### src/shared/pwc_regs.svh
`ifndef PWC_REGS_SVH
`define PWC_REGS_SVH

// Register byte offsets.
`define PWC_ADDR_MODE 4'h0
`define PWC_ADDR_CTRL 4'h1
`define PWC_ADDR_STAT 4'h2
`define PWC_ADDR_AL   4'h3
`define PWC_ADDR_AH   4'h4
`define PWC_ADDR_BL   4'h5
`define PWC_ADDR_BH   4'h6

// Operating mode codes.
`define PWC_OP_PWM 3'h6
`define PWC_OP_PPG 3'h3

// Counter limits and reset values.
`define PWC_CNT_ZERO 16'h0000
`define PWC_CNT_ONE  16'h0001
`define PWC_CNT_MAX  16'hFFFF
`define PWC_RD_ZERO  8'h00
`define PWC_STATE_RST '0

// Prescaler masks for source clock divide by 1, 4, 16 and 64.
`define PWC_DIV_MASK0 6'h00
`define PWC_DIV_MASK1 6'h03
`define PWC_DIV_MASK2 6'h0F
`define PWC_DIV_MASK3 6'h3F
`define PWC_PRESC_ONE 6'h01

`endif

### src/shared/pwc_pkg.sv
package pwc_pkg;

	typedef struct packed {
		logic [3:0] addr;
		logic [7:0] wdata;
		logic       wr;
		logic       rd;
	} pwc_bus_req_t;

	typedef struct packed {
		logic       captureStyleSelect;
		logic       triggerEdgeSelect;
		logic [1:0] sourceClockSelect;
		logic [2:0] opModeSelect;
	} pwc_mode_t;

	typedef struct packed {
		logic doubleBufferEnable;
		logic oneshotSelect;
		logic outputInitialLevel;
		logic overflowIrqEnable;
		logic runControl;
	} pwc_ctrl_t;

	typedef struct packed {
		logic overflowFlag;
		logic captureBFlag;
		logic captureAFlag;
	} pwc_stat_t;

	typedef enum logic [2:0] {
		PH_IDLE,
		PH_ARM,
		PH_HIGH,
		PH_LOW,
		PH_PPG
	} pwc_phase_t;

	typedef struct packed {
		logic [1:0]  inSync;
		logic        inPrev;
		pwc_mode_t   mode;
		pwc_ctrl_t   ctrl;
		pwc_stat_t   stat;
		logic [15:0] cnt;
		logic [15:0] aAct;
		logic [15:0] aBuf;
		logic [15:0] bAct;
		logic [15:0] bBuf;
		logic [7:0]  tmp;
		logic [5:0]  presc;
		pwc_phase_t  phase;
		logic        ppgOut;
		logic        irq;
		logic [7:0]  rdata;
	} pwc_state_t;

endpackage

### src/pwc_top.sv
`timescale 1ns/1ps
`include "pwc_regs.svh"
module pwc_top (
	input  wire logic                  sys_clk,
	input  wire logic                  rst_n,
	input  wire logic                  clkEn,
	input  wire pwc_pkg::pwc_bus_req_t busReq,
	output wire logic [7:0]            regRdata,
	input  wire logic                  timerInputPin,
	output wire logic                  pulseOutputPin,
	output wire logic                  timerIrq
);
	import pwc_pkg::*;

	////////////////////////////////////////////////////////////////////////////

	pwc_state_t s_q;
	pwc_state_t s_d;
	pwc_ctrl_t  wrCtrl;
	pwc_stat_t  setStat;
	logic       rise;
	logic       fall;
	logic       startEdge;
	logic       oppEdge;
	logic       tick;
	logic       wrCtl;
	logic       startNow;
	logic       stopNow;
	logic       rdStat;
	logic       counting;
	logic       ovfHit;
	logic [15:0] wrWord;

	function automatic logic [5:0] divMask(input logic [1:0] sel);
		logic [5:0] m;
		m = `PWC_DIV_MASK0;
		unique case (sel)
			2'h0: m = `PWC_DIV_MASK0;
			2'h1: m = `PWC_DIV_MASK1;
			2'h2: m = `PWC_DIV_MASK2;
			2'h3: m = `PWC_DIV_MASK3;
		endcase
		return m;
	endfunction

	////////////////////////////////////////////////////////////////////////////

	// Only the second synchroniser stage and its delayed copy feed edge logic.
	assign rise      = s_q.inSync[1] & ~s_q.inPrev;
	assign fall      = ~s_q.inSync[1] & s_q.inPrev;
	assign startEdge = s_q.mode.triggerEdgeSelect ? fall : rise;
	assign oppEdge   = s_q.mode.triggerEdgeSelect ? rise : fall;
	assign tick      = (s_q.presc & divMask(s_q.mode.sourceClockSelect)) == `PWC_DIV_MASK0;
	assign wrCtrl    = pwc_ctrl_t'(busReq.wdata[4:0]);
	assign wrCtl     = busReq.wr && busReq.addr == `PWC_ADDR_CTRL;
	assign startNow  = wrCtl && wrCtrl.runControl && !s_q.ctrl.runControl;
	assign stopNow   = wrCtl && !wrCtrl.runControl && s_q.ctrl.runControl;
	assign rdStat    = busReq.rd && busReq.addr == `PWC_ADDR_STAT;
	assign wrWord    = {busReq.wdata, s_q.tmp};
	assign counting  = s_q.phase == PH_HIGH || s_q.phase == PH_LOW;
	assign ovfHit    = counting && tick && s_q.cnt == `PWC_CNT_MAX;

	////////////////////////////////////////////////////////////////////////////

	always_comb begin
		s_d = s_q;
		setStat = '0;
		s_d.irq = 1'b0;
		s_d.inSync = {s_q.inSync[0], timerInputPin};
		s_d.inPrev = s_q.inSync[1];
		s_d.presc = s_q.presc + `PWC_PRESC_ONE;

		// Register writes.
		if (busReq.wr) begin
			unique case (busReq.addr)
				`PWC_ADDR_MODE: begin
					if (!s_q.ctrl.runControl) begin
						s_d.mode = pwc_mode_t'(busReq.wdata[6:0]);
					end
				end
				`PWC_ADDR_CTRL: begin
					s_d.ctrl.runControl = wrCtrl.runControl;
					s_d.ctrl.oneshotSelect = wrCtrl.oneshotSelect;
					s_d.ctrl.doubleBufferEnable = wrCtrl.doubleBufferEnable;
					if (!s_q.ctrl.runControl) begin
						s_d.ctrl.overflowIrqEnable = wrCtrl.overflowIrqEnable;
						s_d.ctrl.outputInitialLevel = wrCtrl.outputInitialLevel;
					end
				end
				`PWC_ADDR_AL, `PWC_ADDR_BL: begin
					s_d.tmp = busReq.wdata;
				end
				`PWC_ADDR_AH: begin
					s_d.aBuf = wrWord;
					if (!(s_q.ctrl.runControl && s_q.ctrl.doubleBufferEnable)) begin
						s_d.aAct = wrWord;
					end
				end
				`PWC_ADDR_BH: begin
					s_d.bBuf = wrWord;
					if (!(s_q.ctrl.runControl && s_q.ctrl.doubleBufferEnable)) begin
						s_d.bAct = wrWord;
					end
				end
				default: begin
				end
			endcase
		end

		// Timer behaviour.
		if (startNow) begin
			s_d.cnt = `PWC_CNT_ZERO;
			s_d.phase = PH_IDLE;
			if (s_q.mode.opModeSelect == `PWC_OP_PWM) begin
				s_d.phase = PH_ARM;
				s_d.aAct = `PWC_CNT_ZERO;
				s_d.aBuf = `PWC_CNT_ZERO;
				s_d.bAct = `PWC_CNT_ZERO;
				s_d.bBuf = `PWC_CNT_ZERO;
			end else if (s_q.mode.opModeSelect == `PWC_OP_PPG) begin
				s_d.phase = PH_PPG;
				// A level written together with the start bit applies at once.
				s_d.ppgOut = s_d.ctrl.outputInitialLevel;
			end
		end else if (s_q.ctrl.runControl && !stopNow) begin
			unique case (s_q.phase)
				PH_IDLE: begin
					s_d.phase = PH_IDLE;
				end
				PH_ARM: begin
					// A leading opposite edge falls through here untouched.
					if (startEdge) begin
						s_d.irq = 1'b1;
						s_d.phase = PH_HIGH;
					end
				end
				PH_HIGH: begin
					if (oppEdge) begin
						s_d.bAct = s_q.cnt;
						s_d.bBuf = s_q.cnt;
						setStat.captureBFlag = 1'b1;
						s_d.irq = 1'b1;
						if (s_q.mode.captureStyleSelect) begin
							s_d.phase = PH_ARM;
							s_d.cnt = `PWC_CNT_ZERO;
						end else begin
							// Counting runs on through the capture so that A spans the period.
							s_d.phase = PH_LOW;
							if (tick) begin
								s_d.cnt = s_q.cnt + `PWC_CNT_ONE;
							end
						end
					end else if (tick) begin
						s_d.cnt = s_q.cnt + `PWC_CNT_ONE;
					end
				end
				PH_LOW: begin
					if (startEdge) begin
						s_d.aAct = s_q.cnt;
						s_d.aBuf = s_q.cnt;
						setStat.captureAFlag = 1'b1;
						s_d.irq = 1'b1;
						s_d.cnt = `PWC_CNT_ZERO;
						s_d.phase = PH_HIGH;
					end else if (tick) begin
						s_d.cnt = s_q.cnt + `PWC_CNT_ONE;
					end
				end
				PH_PPG: begin
					if (tick) begin
						if (s_q.cnt == s_q.aAct) begin
							s_d.ppgOut = s_q.ctrl.outputInitialLevel;
							s_d.irq = 1'b1;
							s_d.cnt = `PWC_CNT_ZERO;
							s_d.aAct = s_d.aBuf;
							s_d.bAct = s_d.bBuf;
							if (s_q.ctrl.oneshotSelect) begin
								s_d.ctrl.runControl = 1'b0;
							end
						end else begin
							if (s_q.cnt == s_q.bAct) begin
								s_d.ppgOut = ~s_q.ctrl.outputInitialLevel;
							end
							// Without the double buffer a short value waits for the wrap.
							s_d.cnt = s_q.cnt + `PWC_CNT_ONE;
						end
					end
				end
				default: begin
					s_d.phase = PH_IDLE;
				end
			endcase
			if (ovfHit) begin
				setStat.overflowFlag = 1'b1;
				if (s_q.ctrl.overflowIrqEnable) begin
					s_d.irq = 1'b1;
				end
			end
		end

		// A stopped timer holds zero and shows the idle level.
		if (!s_d.ctrl.runControl) begin
			s_d.phase = PH_IDLE;
			s_d.cnt = `PWC_CNT_ZERO;
			s_d.ppgOut = s_d.ctrl.outputInitialLevel;
		end

		// A flag raised in the clearing cycle survives the read.
		s_d.stat = (rdStat ? pwc_stat_t'('0) : s_q.stat) | setStat;

		// Read port.
		s_d.rdata = `PWC_RD_ZERO;
		if (busReq.rd) begin
			unique case (busReq.addr)
				`PWC_ADDR_MODE: s_d.rdata = {1'b0, s_q.mode};
				`PWC_ADDR_CTRL: s_d.rdata = {3'h0, s_q.ctrl};
				`PWC_ADDR_STAT: s_d.rdata = {5'h00, s_q.stat};
				`PWC_ADDR_AL:   s_d.rdata = s_q.aBuf[7:0];
				`PWC_ADDR_AH:   s_d.rdata = s_q.aBuf[15:8];
				`PWC_ADDR_BL:   s_d.rdata = s_q.bBuf[7:0];
				`PWC_ADDR_BH:   s_d.rdata = s_q.bBuf[15:8];
				default:        s_d.rdata = `PWC_RD_ZERO;
			endcase
		end
	end

	always_ff @(posedge sys_clk or negedge rst_n) begin
		if (!rst_n) begin
			s_q <= `PWC_STATE_RST;
		end else if (clkEn) begin
			s_q <= s_d;
		end
	end

	assign regRdata       = s_q.rdata;
	assign pulseOutputPin = s_q.ppgOut;
	assign timerIrq       = s_q.irq;
endmodule

### config.mk
export PLATFORM = sky130hd
export DESIGN_NAME = pwc_top
export DESIGN_NICKNAME = d
export VERILOG_FILES = /design/src/shared/pwc_pkg.sv /design/src/pwc_top.sv
export VERILOG_INCLUDE_DIRS = /design/src /design/src/shared
export SDC_FILE = /design/constraint.sdc
export NUM_CORES = 1
export LEC_CHECK = 0
export BUFFER_PORTS_ARGS = -buffer_cell sky130_fd_sc_hd__buf_2
export CORE_MARGIN = 2
export CORE_UTILIZATION = 23
export CTS_CLUSTER_DIAMETER = 150
export DETAILED_ROUTE_END_ITERATION = 6
export PLACE_DENSITY = 0.43
export RECOVER_POWER = 25
export SYNTH_ARGS = -nofsm -noshare
export SYNTH_HDL_FRONTEND = slang
export SYNTH_SLANG_ARGS = --single-unit
### constraint.sdc
create_clock -name sys_clk -period 7.4 [get_ports sys_clk]
set_clock_uncertainty 0.15 [all_clocks]
set_input_delay 0.74 -clock sys_clk [delete_from_list [all_inputs] [get_ports sys_clk]]
set_output_delay 0.74 -clock sys_clk [all_outputs]
set_load 0.02 [all_outputs]
=== Word-level counts from Yosys, hierarchy flattened ===
Index checks and enable logic that the tools add are counted.

* Flip-flop bits (word level): 125
* Logic and storage cells: 157
* Input bits: 18

* Reduce and logical (&&, ||, !) cells: 26
* $add $sub $neg: 2
* Muxes and demuxes: 67
* Bitwise logic cells: 8
* Equality and inequality tests: 29

{| class="wikitable"
|+ Operator list
! kind !! count
|-
| $mux 16 || 13
|-
| $mux 32 || 5
|-
| $mux 80 || 2
|-
| $mux 72 || 1
|-
| $mux 64 || 1
|-
| $pmux 16 s2 || 2
|-
| $pmux 8 s7 || 1
|-
| $pmux 16 s3 || 1
|-
| $eq 16x16->1 || 2
|-
| $mux 3 || 8
|-
| $pmux 6 s4 || 1
|-
| $mux 1 || 21
|-
| $add 16x1->16 const B || 1
|-
| $eq 16x16->1 const B || 1
|-
| $mux 8 || 2
|-
| $eq 4x3->1 const B || 3
|-
| $mux 4 || 3
|-
| $reduce_and 4->1 || 3
|-
| $logic_and 1x1->1 || 10
|-
| $eq 3x2->1 const B || 3
|-
| $ne 3x1->1 const B || 3
|-
| $pmux 3 s3 || 1
|-
| $eq 4x2->1 const B || 2
|-
| $ne 4x4->1 const B || 2
|-
| 27 further kinds || 40
|}

=== Depth between registers and ports, before layout ===
* Word-level depth: 11
* Depth in mapped cells: 10
* Gate-level depth less buffers: 7

=== Least setup slack after synthesis ===
Ideal clock, no wire load.

* Kind: input to register
* Start point: input busReq[13] in the netlist's numbering
* End point: register s_q[90] in the netlist's numbering
* Path slack: 4.659 ns
* Setup time: 0.138 ns
* Stages: 10
* Data required time: 7.112 ns
* Path buffers: 4
* Data arrival time: 2.453 ns
* Cells stage by stage: buf_2 > or3b_1 > buf_6 > nand2b_4 > buf_6 > buf_4 > a21oi_2 > o21ai_0 > a221oi_1 > o41ai_2

* Longest elaborated chain between the ends: 8
* Elaborated cells between the ends (all ways): 18
* Classes of those cells: eq/ne (2); mux (9); reduce/logical (7)

{| class="wikitable"
|+ RTL lines
! item !! RTL line !! RTL
|-
| start, declared || pwc_top.sv:7 || <nowiki>input wire pwc_pkg::pwc_bus_req_t busReq,</nowiki>
|-
| $eq 4x3->1 or $eq 4x1->1 (tied branches) || -- ||
|-
| $mux 32 or $logic_and 1x1->1 (tied branches) || -- ||
|-
| $mux 72 or $logic_and 1x1->1 (tied branches) || pwc_top.sv:74, pwc_top.sv:57 ||
|-
| $mux 16 or $logic_and 1x1->1 (tied branches) || pwc_top.sv:171, pwc_top.sv:57 ||
|-
| $mux 32 or $logic_not 1->1 (tied branches) || pwc_top.sv:170, pwc_top.sv:125 ||
|-
| $pmux 16 s2 or $logic_and 1x1->1 (tied branches) || pwc_top.sv:126, pwc_top.sv:125 ||
|-
| $mux 80 || pwc_top.sv:125 || <nowiki>end else if (s_q.ctrl.runControl && !stopNow) begin</nowiki>
|-
| $mux 80 * || pwc_top.sv:111 || <nowiki>if (startNow) begin</nowiki>
|-
| end signal, assigned || pwc_top.sv:229 || <nowiki>s_q <= `PWC_STATE_RST;</nowiki>
|-
| end, declared || pwc_top.sv:17 || <nowiki>pwc_state_t s_q;</nowiki>
|}

Mark *: on every way between the ends. The rest lies on a longest branch, timed or not. The select of a mux whose other input is x is not followed.
A chain may end at the register's enable or synchronous reset.

==> run_results.csv <==
group,metric,value,unit
worst_hold_path,min_to,"regRdata[7]",
route,met1Wirelength,14.50,mm
synthesis,synth-async-reset-ratio,1.000,
die,die_y,189.5,um
synthesis,synth_edf_count,0,
sta,fin_crit_sh,0.4964,
power,ir_worst_vdd,0.1442,mV
route,met3_length,1.490,mm
power,power_frac_comb,0.259,
route,postRouteAntennaNets,0,
power,p_int,1719,uW
sta,slew-limit-headroom,-0.9938,
grt,antenna_found_initial,0,
clocking,cts_max_level,4,
finish,drive_above_1_share,0.1757,
finish,layout_commonest_cell,"dfrtp_1",
finish,stdcell_count,1256,
finish,flow.area_growth_from_synthesis,13.44,%
sta,final_hold_viol_count,0,
placed_design,gp_congestion,0.8830,
setup_path,crit_slowest_cell,"clkbuf_1",
synthesis,ys_types,82,
setup_path,crit_buf_inv,2,
setup_path,rr_startpoint,"s_q[98]",
sta,drv_slew,55,
route,vias,6747,
clocking,cts_tree,"yes",
finish,fillerInstances,3579,
clocking,clockBufferDepth,2,
status,violations,"capacitance limit, slew limit",
grt,grt.overflow.total,0,
die,die_area,0.03591,mm2
clocking,root_buffer,"clkbuf_16",
synthesis,ys_seq_elements,125,
route,postRouteWirelength,29.77,mm
worst_hold_path,hold_class,"reg2reg",
route,wire_per_inst,23.70,um
setup_path,crit_family,"buffers and inverters",
sta,tightest_slew,2.991,ns
power,powerDensity,302.8,mW/mm2
power,p_sw_frac,0.3678,
placed_design,port_buffers,27,
grt,grt_first_pass_wirelength,45.33,mm
clocking,clk_pin_slew,0.06,ns
clocking,cts.sinks,125,
synthesis,synth_area,0.007915,mm2
sta,finalSetupViolCount,0,
die,core_area,0.03370,mm2
grt,grt_max_degree,73,
placed_design,post-place-ws,3.583,ns
placed_design,place_hpwl,20.71,mm
route,dr.pass1.iters,5,
synthesis,ys_seq_area_frac,0.3952,
clocking,cts_resized,0,
clocking,cts_hold_buffers,0,
route,routed-wl-met2,13.05,mm
synthesis,synth_warnings,0,
clocking,clk_latency,0.43,ns
job,max-cap-violations,1,
route,dr.max_layer_used,"met4",
sta,fin_crit,3.673,ns
status,status,"finished, violations left",
setup_path,required,7.66,ns
placed_design,place_inst,1224,
setup_path,cp-start-kind,"primary input",
synthesis,synthCells,808,
sta,max_freq,0.2722,GHz
sta,setup_tns,0,ns
die,row_count,67,
finish,final_nets,815,
grt,grt_pass1_vias,6560,
worst_hold_path,hold_depth,1,
route,drc,0,
clocking,numCtsBuffers,17,
setup_path,worstPathArrival,3.93,ns
synthesis,synth-main-ff-cell,"dfrtp_1",
sta,setup_slack,3.727,ns
power,clkPwrFrac,0.343,
synthesis,synth.avg_cell_area,9.796,um2
setup_path,rr_worst_depth,6,
finish,layout_common_cells,"dfrtp_1, nand2_1, mux2i_1",
power,switching_power,999.9,uW
die,initial_utilization,0.2349,
setup_path,path_class,"in2async",
grt,track_usage,0.1688,
power,seqPwrFrac,0.398,
finish,antenna_cells,0,
die,io-pin-count,28,
die,die_x,189.5,um
route,vias_per_cell,5.372,
setup_path,end_kind,"async pin",
synthesis,syn_nets,828,
power,p_leak,0.003976,uW
setup_path,rrSetupSlack,3.94,ns
setup_path,cpPeakStageDelay,2.08,ns
route,drtIter0Drc,695,
setup_path,path_max_fanout,72,
setup_path,r2r-end,"s_q[54]",
setup_path,path_cells,"clkbuf_1, buf_4",
clocking,cts_setup_buffers,0,
sta,rsz0062_at_grt,"false",
worst_hold_path,hold_start,"regRdata[7]",
## metal layers
| layer | GRT usage | up-vias |
|---|---|---|
| met3 | 0.02706 | 40 |
| met2 | 0.2505 | 241 |
| met5 | 0 | - |
| li1 | - | 3016 |
| met4 | 0.05337 | 0 |
| met1 | 0.2487 | 3450 |
## logic make-up after synthesis
group | synth area share
buf+inv | 0.05327
mux | 0.1179
xor+xnor | 0.04205
fa+ha+maj | 0.003161
compound gates | 0.2226
flops | 0.3952
simple gates | 0.1658
## state kept, by name (all words and copies together) (netlist names)
| name | count |
|---|---|
| s_q | 113 |
| regRdata | 8 |
| timerIrq | 1 |
| s_d | 2 |
| pulseOutputPin | 1 |
## through the flow
| stage | utilization | power (uW) | hold WS, ns | cell area, um2 |
|---|---|---|---|---|
| 6_report | 0.2664 | 2719 | 0.3424 | 8979 |
| 5_1_grt | 0.2664 | 2858 | 0.3599 | 8979 |
| 4_1_cts | 0.2668 | 2726 | 0.1324 | 8990 |
| 3_5_place_dp | 0.2478 | 1784 | 0.3297 | 8351 |
| 3_3_place_gp | 0.2478 | 1787 | 0.3206 | 8351 |
| 2_1_floorplan | - | 1511 | 0.2925 | 7915 |
## synth_stat cells (18+ instances only)
cell type    n  share of area
dfrtp_1    125           0.40
nand2_1     94          0.045
mux2i_1     46          0.058
nor2_1      43          0.020
o21ai_0     38          0.024
mux2_2      34          0.048
xor2_1      34          0.038
clkbuf_1    31          0.015
a21oi_1     25          0.016
buf_2       25          0.016
a22oi_1     24          0.023
and3_1      21          0.017
a221o_1     18          0.023
nand3_1     18          0.011
## power by group through the flow
stage,Sequential [uW],Clock (uW),Combinational (uW)
2_1_floorplan,962,0,549
3_3_place_gp,1090,0,698
3_5_place_dp,1080,0,702
4_1_cts,1070,948,706
5_1_grt,1090,988,776
6_report,1080,932,706
## worst max-delay path by stage
stage / cells after the start / startpoint / endpoint / slack [ns]
5_1_grt: 2 / rst_n / s_q[91] / 2.99
6_report: 2 / rst_n / s_q[93] / 3.73
3_3_place_gp: 7 / busReq[10] / s_q[30] / 3.66
4_1_cts: 6 / s_q[96] / s_q[54] / 3.98
2_1_floorplan: 10 / busReq[13] / s_q[90] / 4.66
3_5_place_dp: 7 / busReq[10] / s_q[40] / 3.58
## area by class of cell
cell class | instances | area [um2] | area share
multi-input cells | 599 | 4370 | 0.4868
flip-flops and latches | 125 | 3128 | 0.3484
well taps | 448 | 560.5 | 0.06243
clock buffers | 19 | 452.9 | 0.05045
repair buffers | 42 | 242.7 | 0.02703
clock inverters | 13 | 186.4 | 0.02076
inverters | 10 | 37.54 | 0.004181
(Power assumes the default switching activity.)
